### src/verilog/dmhbp_pkg.sv
// Package with shared constants and types of the dual-mode host bus port.
package dmhbp_pkg;
  localparam int unsigned DMHBP_ADDR_W = 3;
  localparam int unsigned DMHBP_DATA_W = 8;
  localparam int unsigned DMHBP_NREG = 8;
  localparam int unsigned DMHBP_MCR_ADDR = 4;
  localparam int unsigned DMHBP_MCR_IRQ_EN_BIT = 3;
  localparam logic [7:0] DMHBP_REG_RST = 8'h00;
  localparam int unsigned DMHBP_CLK_NS = 25;
  localparam int unsigned DMHBP_RST_MIN_NS = 40;
  localparam int unsigned DMHBP_RST_CYC = (DMHBP_RST_MIN_NS + DMHBP_CLK_NS - 1) / DMHBP_CLK_NS;
  localparam int unsigned DMHBP_STROBE_CYC = 4;
  localparam logic DMHBP_MODE_SEP = 1'b1;
  localparam logic DMHBP_MODE_RW = 1'b0;
  typedef enum logic [1:0] {
    DMHBP_H_IDLE,
    DMHBP_H_ASSERT,
    DMHBP_H_RELEASE,
    DMHBP_H_GAP
  } dmhbp_hst_t;
endpackage

### src/verilog/dmhbp_bus_if.sv
// Interface carrying the pins between host and device.
`timescale 1ns/1ps
interface dmhbp_bus_if;
  logic mode_sep;
  logic rst_pin;
  logic chip_sel_n;
  logic read_strobe_n;
  logic write_strobe_n;
  logic [2:0] addr;
  logic [7:0] host_data_o;
  logic host_data_oe_n;
  logic [7:0] dev_data_o;
  logic dev_data_oe_n;
  logic irq_o;
  logic irq_oe_n;
  logic osc_out;
  logic txd;
  logic rxd;
  logic pump_autosleep;
  wire [7:0] data = !dev_data_oe_n ? dev_data_o : (!host_data_oe_n ? host_data_o : 8'hFF);
  modport device (
    input mode_sep, rst_pin, chip_sel_n, read_strobe_n, write_strobe_n, addr, data,
    input host_data_o, host_data_oe_n, rxd, pump_autosleep,
    output dev_data_o, dev_data_oe_n, irq_o, irq_oe_n, osc_out, txd
  );
  modport host (
    input mode_sep, data, irq_o, irq_oe_n, dev_data_o, dev_data_oe_n,
    output rst_pin, chip_sel_n, read_strobe_n, write_strobe_n, addr, host_data_o,
    output host_data_oe_n
  );
endinterface

### src/verilog/dmhbp_sync3.sv
// Three-stage input synchroniser with agreement of the last two stages.
`timescale 1ns/1ps
module dmhbp_sync3 #(
  parameter int unsigned W = 1,
  parameter logic [W-1:0] INIT = '1
) (
  // Clock and reset.
  input wire logic i_ref_clk,
  input wire logic i_rst,
  // Data.
  input wire logic [W-1:0] i_async,
  output logic [W-1:0] o_sync
);
  typedef struct packed {
    logic [W-1:0] s1;
    logic [W-1:0] s2;
    logic [W-1:0] s3;
    logic [W-1:0] q;
  } dmhbp_sy_t;
  dmhbp_sy_t st_r;
  dmhbp_sy_t st_nxt;
  logic [W-1:0] q_nxt;
  genvar g;
  always_comb begin
    st_nxt = st_r;
    st_nxt.s1 = i_async;
    st_nxt.s2 = st_r.s1;
    st_nxt.s3 = st_r.s2;
    st_nxt.q = q_nxt;
  end
  // A bit changes once stages two and three agree.
  generate
    for (g = 0; g < W; g++) begin : g_bit
      assign q_nxt[g] = (st_r.s2[g] == st_r.s3[g]) ? st_r.s3[g] : st_r.q[g];
    end
  endgenerate
  always_ff @(posedge i_ref_clk) begin
    if (i_rst) begin
      st_r <= {4{INIT}};
    end else begin
      st_r <= st_nxt;
    end
  end
  assign o_sync = st_r.q;
endmodule

### src/verilog/dmhbp_device.sv
// Device end of the dual-mode host bus port.
// Function
// - Strap selects separate-strobe or read/write-line style.
// - Reset pin polarity follows mode; clears registers.
// - Read strobe fall drives addressed register out.
// - Write strobe rise stores data to register.
// - Read strobe ignored in read/write-line mode.
// - Write strobe is direction line in that mode.
// - No transfer without chip select asserted.
// - Separate mode: interrupt high, enabled by bit three.
// - Line mode: interrupt open drain active low.
// - Host keeps enable bit zero in line mode.
// - Transmit output idles at marking level.
// - Remote holds receive line at marking idle.
// - Clock input buffered onto clock output.
// - Autosleep shuts pump in oscillator-stopped sleep.
`timescale 1ns/1ps
module dmhbp_device
  import dmhbp_pkg::*;
#(
  parameter int unsigned NREG = DMHBP_NREG
) (
  // Clock from oscillator input.
  input wire logic i_ref_clk,
  // Pins.
  dmhbp_bus_if.device bus,
  // User side.
  input wire logic i_irq_req,
  input wire logic i_tx_bit,
  input wire logic i_tx_busy,
  input wire logic i_osc_stopped,
  output logic o_rx_bit,
  output logic o_pump_off,
  output logic o_rst,
  output logic [7:0] o_mcr
);
  import dmhbp_pkg::*;
  typedef struct packed {
    logic [NREG-1:0][7:0] regs;
    logic rd_active;
    logic wr_active;
    logic [2:0] wr_addr;
    logic [7:0] rd_data;
    logic pump_off;
    logic txd;
  } dmhbp_dev_t;
  dmhbp_dev_t st_r;
  dmhbp_dev_t st_nxt;
  logic mode_sep;
  logic cs_n;
  logic rd_n;
  logic wr_n;
  logic rst;
  logic [7:0] sync_q;
  logic [7:0] din_q;
  logic rd_req;
  logic wr_req;
  logic rx_q;

  // The receive pin is asynchronous and passes its own synchroniser.
  dmhbp_sync3 #(.W(1), .INIT(1'h1)) u_rx_sync (
    .i_ref_clk(i_ref_clk),
    .i_rst(1'b0),
    .i_async(bus.rxd),
    .o_sync(rx_q)
  );
  assign mode_sep = bus.mode_sep;
  // Strobes, chip select, reset pin and address pass the synchroniser.
  dmhbp_sync3 #(.W(8), .INIT(8'hFF)) u_sync (
    .i_ref_clk(i_ref_clk),
    .i_rst(1'b0),
    .i_async({bus.chip_sel_n, bus.read_strobe_n, bus.write_strobe_n, bus.rst_pin, bus.addr,
      bus.pump_autosleep}),
    .o_sync(sync_q)
  );
  assign cs_n = sync_q[7];
  assign rd_n = sync_q[6];
  assign wr_n = sync_q[5];
  assign rst = (mode_sep == DMHBP_MODE_SEP) ? sync_q[4] : !sync_q[4];
  assign din_q = bus.data;

  // Read request: read strobe low in separate mode, direction high in line mode.
  always_comb begin
    rd_req = 1'b0;
    wr_req = 1'b0;
    if (!cs_n) begin
      if (mode_sep == DMHBP_MODE_SEP) begin
        rd_req = !rd_n;
        wr_req = !wr_n;
      end else begin
        rd_req = wr_n;
        wr_req = !wr_n;
      end
    end
  end

  always_comb begin
    st_nxt = st_r;
    st_nxt.txd = i_tx_busy ? i_tx_bit : 1'b1;
    st_nxt.pump_off = sync_q[0] && i_osc_stopped;
    st_nxt.rd_active = rd_req;
    if (rd_req && !st_r.rd_active) begin
      st_nxt.rd_data = st_r.regs[sync_q[3:1]];
    end
    st_nxt.wr_active = wr_req;
    if (wr_req) begin
      st_nxt.wr_addr = sync_q[3:1];
    end
    if (!wr_req && st_r.wr_active) begin
      st_nxt.regs[st_r.wr_addr] = din_q;
    end
    if (rst) begin
      st_nxt.regs = '0;
      st_nxt.rd_active = 1'b0;
      st_nxt.wr_active = 1'b0;
      st_nxt.wr_addr = 3'h0;
      st_nxt.rd_data = DMHBP_REG_RST;
      st_nxt.txd = 1'b1;
    end
  end

  always_ff @(posedge i_ref_clk) begin
    st_r <= st_nxt;
  end

  // Output enable low means the device drives the data bus.
  assign bus.dev_data_o = st_r.rd_data;
  assign bus.dev_data_oe_n = !(st_r.rd_active && rd_req);
  always_comb begin
    if (mode_sep == DMHBP_MODE_SEP) begin
      bus.irq_o = i_irq_req;
      bus.irq_oe_n = !st_r.regs[DMHBP_MCR_ADDR][DMHBP_MCR_IRQ_EN_BIT];
    end else begin
      bus.irq_o = 1'b0;
      bus.irq_oe_n = !i_irq_req;
    end
  end
  assign bus.osc_out = i_ref_clk;
  assign bus.txd = st_r.txd;
  assign o_rx_bit = rx_q;
  assign o_pump_off = st_r.pump_off;
  assign o_rst = rst;
  assign o_mcr = st_r.regs[DMHBP_MCR_ADDR];
endmodule

### src/flat_wrapper.sv
// flat-port wrapper written by rule: the top's interface ports become plain ports
module dmhbp_device_flat import dmhbp_pkg::*;
#(
  parameter int unsigned NREG = DMHBP_NREG
)
  (i_ref_clk, i_irq_req, i_tx_bit, i_tx_busy, i_osc_stopped, o_rx_bit, o_pump_off, o_rst, o_mcr, bus_mode_sep, bus_rst_pin, bus_chip_sel_n, bus_read_strobe_n, bus_write_strobe_n, bus_addr, bus_host_data_o, bus_host_data_oe_n, bus_rxd, bus_pump_autosleep, bus_dev_data_o, bus_dev_data_oe_n, bus_irq_o, bus_irq_oe_n, bus_osc_out, bus_txd);
  dmhbp_bus_if bus_i ();
  input wire logic i_ref_clk;
  input wire logic i_irq_req;
  input wire logic i_tx_bit;
  input wire logic i_tx_busy;
  input wire logic i_osc_stopped;
  output logic o_rx_bit;
  output logic o_pump_off;
  output logic o_rst;
  output logic [7:0] o_mcr;
  input wire logic [$bits(bus_i.mode_sep)-1:0] bus_mode_sep;
  input wire logic [$bits(bus_i.rst_pin)-1:0] bus_rst_pin;
  input wire logic [$bits(bus_i.chip_sel_n)-1:0] bus_chip_sel_n;
  input wire logic [$bits(bus_i.read_strobe_n)-1:0] bus_read_strobe_n;
  input wire logic [$bits(bus_i.write_strobe_n)-1:0] bus_write_strobe_n;
  input wire logic [$bits(bus_i.addr)-1:0] bus_addr;
  input wire logic [$bits(bus_i.host_data_o)-1:0] bus_host_data_o;
  input wire logic [$bits(bus_i.host_data_oe_n)-1:0] bus_host_data_oe_n;
  input wire logic [$bits(bus_i.rxd)-1:0] bus_rxd;
  input wire logic [$bits(bus_i.pump_autosleep)-1:0] bus_pump_autosleep;
  output wire logic [$bits(bus_i.dev_data_o)-1:0] bus_dev_data_o;
  output wire logic [$bits(bus_i.dev_data_oe_n)-1:0] bus_dev_data_oe_n;
  output wire logic [$bits(bus_i.irq_o)-1:0] bus_irq_o;
  output wire logic [$bits(bus_i.irq_oe_n)-1:0] bus_irq_oe_n;
  output wire logic [$bits(bus_i.osc_out)-1:0] bus_osc_out;
  output wire logic [$bits(bus_i.txd)-1:0] bus_txd;
  assign bus_i.mode_sep = bus_mode_sep;
  assign bus_i.rst_pin = bus_rst_pin;
  assign bus_i.chip_sel_n = bus_chip_sel_n;
  assign bus_i.read_strobe_n = bus_read_strobe_n;
  assign bus_i.write_strobe_n = bus_write_strobe_n;
  assign bus_i.addr = bus_addr;
  assign bus_i.host_data_o = bus_host_data_o;
  assign bus_i.host_data_oe_n = bus_host_data_oe_n;
  assign bus_i.rxd = bus_rxd;
  assign bus_i.pump_autosleep = bus_pump_autosleep;
  assign bus_dev_data_o = bus_i.dev_data_o;
  assign bus_dev_data_oe_n = bus_i.dev_data_oe_n;
  assign bus_irq_o = bus_i.irq_o;
  assign bus_irq_oe_n = bus_i.irq_oe_n;
  assign bus_osc_out = bus_i.osc_out;
  assign bus_txd = bus_i.txd;
  dmhbp_device #(.NREG(NREG)) u_core (.i_ref_clk(i_ref_clk), .bus(bus_i), .i_irq_req(i_irq_req), .i_tx_bit(i_tx_bit), .i_tx_busy(i_tx_busy), .i_osc_stopped(i_osc_stopped), .o_rx_bit(o_rx_bit), .o_pump_off(o_pump_off), .o_rst(o_rst), .o_mcr(o_mcr));
endmodule
### config.mk
export PLATFORM = sky130hd
export DESIGN_NAME = dmhbp_device_flat
export DESIGN_NICKNAME = d
export VERILOG_FILES = /design/src/verilog/dmhbp_pkg.sv /design/src/verilog/dmhbp_bus_if.sv /design/src/verilog/dmhbp_sync3.sv /design/src/verilog/dmhbp_device.sv /design/src/flat_wrapper.sv
export SDC_FILE = /design/constraint.sdc
export NUM_CORES = 1
export LEC_CHECK = 0
export BUFFER_PORTS_ARGS = -buffer_cell sky130_fd_sc_hd__buf_2
export CAP_MARGIN = 20
export CORE_MARGIN = 3
export CORE_UTILIZATION = 40
export DETAILED_ROUTE_END_ITERATION = 7
export GPL_TIMING_DRIVEN = 0
export SLEW_MARGIN = 40
export SYNTH_ARGS = -nofsm -noshare
export SYNTH_HDL_FRONTEND = slang
export SYNTH_SLANG_ARGS = --single-unit
### constraint.sdc
create_clock -name i_ref_clk -period 2.45 [get_ports i_ref_clk]
set_input_delay 0.1225 -clock i_ref_clk [delete_from_list [all_inputs] [get_ports i_ref_clk]]
set_output_delay 0.1225 -clock i_ref_clk [all_outputs]
set_load 0.005 [all_outputs]
; ---- Yosys cells after proc, flatten, opt, wreduce, memory -nomap -nowiden
; Cells that the tools add are included.
[totals]
in_bits = 24
regBits = 115
wordCells = 69
out_inout_bits = 24
[op_classes]
mux = 13
n_eq_ne = 9
n_lt_le_gt_ge = 3
reduce_logical = 14
bitwise_logic = 1
[op_table]
columns = operator, n
row1 = 64-bit bitwise mux, 1
row2 = 8-bit two-way mux, 4
row3 = 8-bit binary-select mux with 3-bit select, 1
row4 = 8-bit demux with 3-bit select, 1
row5 = 1-bit == test, 9
row6 = 1-bit zero test, 8
row7 = 3-bit by 4-bit < comparator with 1-bit output (second input constant), 2
row8 = 1-bit two-way mux, 6
row9 = 1-bit logical AND, 5
row10 = 3-bit by 1-bit greater-or-equal comparator with 1-bit output (second input constant), 1
row11 = 2-bit OR reduction, 1
row12 = 1-bit inverter, 1

; ---- Depth between registers and ports, before layout
[logic_depth]
word_depth = 6
ltp_mapped = 6
depth_no_buf = 4

; ---- Hierarchy
; From an unflattened synthesis, not the netlist that was laid out.
[unflattened]
cells_unflattened = 519
hier_area_um2 = 4931.0
[modules_own_cells]
columns = mod, seq_area_each_um2, area_each_um2, cells_each, instances
row1 = dmhbp_device, 1581.5, 3688.5, 404, 1
row2 = dmhbp_sync3 at u_core.u_sync, 640.6, 1014.7, 91, 1
row3 = dmhbp_sync3 at u_core.u_rx_sync, 80.1, 115.1, 10, 1
row4 = dmhbp_device_flat, 0.0, 112.6, 14, 1

==> results.cfg <==
[run_status]
status = completed

[sta]
fmax_mhz = 449
post-route-period-util_pct = 91.0
fin_ws_ns = 0.220
setup_violations = 0
period_needed_ns = 2.23
finClkSkew_ns = 0.0103
tightest_slew_ns = 0.831
rsz0062_at_grt = no
hold_violations = 0
relSlewSlack_pct = 44.3
slew_viol_final = 0
fin_tns_setup_ns = 0

[global_routing]
antenna_found_initial = 0
grt_pass1_wl_um = 18200
grt_pass1_vias = 3394
grt_max_degree = 17
grtUsageTotal_pct = 18.8
grt-ovfl-total = 0

[power_and_ir_drop]
leakage_nw = 2.11
power_mw = 5.17
p_per_area_nw_per_um2 = 883
irDropWorstVdd_v = 0.000547

[synthesis]
synth-simple-area-share_pct = 4.50
synth_mux_area_share_pct = 10.1
synth_compound_area_share_pct = 20.4
synth_cells = 396
seq_area_frac_synth_pct = 52.4
synthesis.nets = 420
ys.flop_type = dfxtp_1
ys_ff_latch = 115
ys_types = 42
synth_area_um2 = 4560
async_flop_share_pct = 0
syn_area_per_cell_um2 = 11.5
post_synth_fa_ha_maj_area_fraction_pct = 0
synth-xor-area-share_pct = 1.92
yosysWarnings = 0
synth_edf_count = 9
synth_top_family_by_area = compound AO/OA/AOI/OAI gates

[placed_design]
port_buffers = 46
place_congestion = 0.796
hpwl_um = 7440
pre_cts_ws_ns = 0.0887
postPlaceCellArea_um2 = 5030

[route]
dr.pass1.iters = 5
num_vias = 3379
wirelength_um = 11100
wire_per_inst_um = 17.6
drt_iter0_markers = 423
ant_nets = 0
vias_per_cell = 5.36
drcViolationCount = 0

[layout]
postLayoutCellArea_um2 = 5860
num-nets-final = 501
layout_commonest_cell = dfxtp_1
layout-drive-gt1-share_pct = 31.4
area_growth_pct = 28.4
final_core_util_pct = 53.3
mostFrequentLayoutCells = dfxtp_1, inv_1, o32ai_1
diodes = 0

[clock_tree]
clk_pin_slew_ns = 0.06
insertion_delay_ns = 0.52
cts_tree = yes

[floorplan]
initial_core_util_pct = 41.5
die_x_um = 113
dieArea_um2 = 12700
num_rows = 38
io_pins = 48
die_y_um = 113
core-area_um2 = 11000

[worst_setup_path]
startpoint = u_core.st_r[10]$_SDFFE_PP0P_
worst_r2r_endpoint = u_core.st_r[72]$_SDFFE_PP0P_
r2r_start = u_core.st_r[10]$_SDFFE_PP0P_
r2r_slack_ns = 0.22
cp-end-kind = flip-flop
cp.arrival_ns = 2.59
worstSetupEndpoint = u_core.st_r[72]$_SDFFE_PP0P_
rr_worst_depth = 4
crit_fanout = 10
worstSetupPathType = flip-flop to flip-flop
startpoint_type = flip-flop
required_ns = 2.81

[hold_path]
hp-class = input pin to flip-flop
hold_start = bus_host_data_o[6]

[flow_run]
maxCapViolCount = 0
-- per-stage QoR --
step	std cells	hold slack, ns
floorplan	396	0.150
finish	630	0.0588
detailed placement	583	0.226
global route	630	0.0490
global placement	582	0.224
CTS	630	0.0374
-- report_power, final --
group	switching [mW]	internal [mW]	total, mW
Clock	0.863	1.93	2.79
Combinational	0.235	0.145	0.380
Sequential	0.0339	1.96	1.99
Total	1.13	4.04	5.17
-- worst min-delay path by stage --
stage,to,cells past startpoint
floorplan,u_core.u_rx_sync.st_nxt[2]$_DFF_P_,0
global placement,u_core.u_sync.st_nxt[19]$_DFF_P_,1
detailed placement,u_core.u_sync.st_nxt[20]$_DFF_P_,1
CTS,u_core.st_r[65]$_SDFFE_PP0P_,3
global route,u_core.st_r[63]$_SDFFE_PP0P_,3
finish,u_core.st_r[69]$_SDFFE_PP0P_,3
-- critical path, stage by stage, from the launching register on --
cell and delay [ns]:
dfxtp_1 0.30, clkbuf_1 0.41, o211ai_1 0.38, o21ai_1 0.76
o32ai_1 0.22
-- cells by family after synthesis --
| logic type | after synthesis |
|---|---|
| AND/OR/NAND/NOR | 33 |
| buffers and inverters | 106 |
| XOR/XNOR | 10 |
| AO/OA/AOI/OAI | 107 |
| multiplexers | 25 |
| flip-flops | 115 |
-- cells in the mapped netlist (2+ instances only) --
cell      number  area [um2]
dfxtp_1      106        2120
inv_1         65         244
o32ai_1       64         561
buf_4         17         128
mux4_2        16         360
clkbuf_1      11        41.3
edfxtp_1       9         270
xnor2_1        9        78.8
a211oi_1       8        60.1
a22o_1         8        70.1
a311oi_2       8         120
mux2_2         8        90.1
buf_2          6        30.0
nand2b_1       6        37.5
nand2_1        5        18.8
a21oi_1        4        20.0
buf_1          4        15.0
o21ai_1        4        20.0
o31ai_1        4        30.0
nand3b_1       3        22.5
o21ai_0        3        15.0
or3_1          3        18.8
and2_1         2        12.5
buf_6          2        22.5
nor2_1         2        7.51
nor3_1         2        10.0
or4_1          2        15.0
-- cell type report --
cell class                      count  area, um2
Clock buffer                       26        564
Sequential cell                   115       2390
Buffer                             41        243
Tap cell                          140        175
Multi-Input combinational cell    175       1760
Inverter                           65        244
Timing Repair Buffer               58        350
Clock inverter                     10        129
Fill cell                         928       5120
-- layer usage --
layer / vias up / track usage, % / routed length, um
met5: - / 0 / 0
met4: 0 / 10.3 / 140
met3: 13 / 5.40 / 765
met2: 106 / 28.8 / 5260
met1: 1627 / 23.9 / 4900
li1: 1633 / - / -
-- sequential cells by signal, summed over array words and instances, names as in the netlist, 2 cells and up --
signal                   count
u_core.u_rx_sync.st_nxt      2
u_core.st_r                 61
u_core.o_mcr                 8
u_core.u_sync.st_nxt        16
u_core.bus.dev_data_o        8
u_core.u_sync.o_sync         8
u_core.u_sync.st_r           8
-- repair_timing --
| item | 4_1_cts | 5_1_grt |
|---|---|---|
| endpoints found under the setup margin | 0 | 1 |
| setup buffers | 0 | 0 |
| hold endpoints to repair | 11 | 0 |
| hold buffers | 12 | 0 |
| resized for setup | 0 | 2 |
No activity file was read; power rests on OpenSTA's default activity.
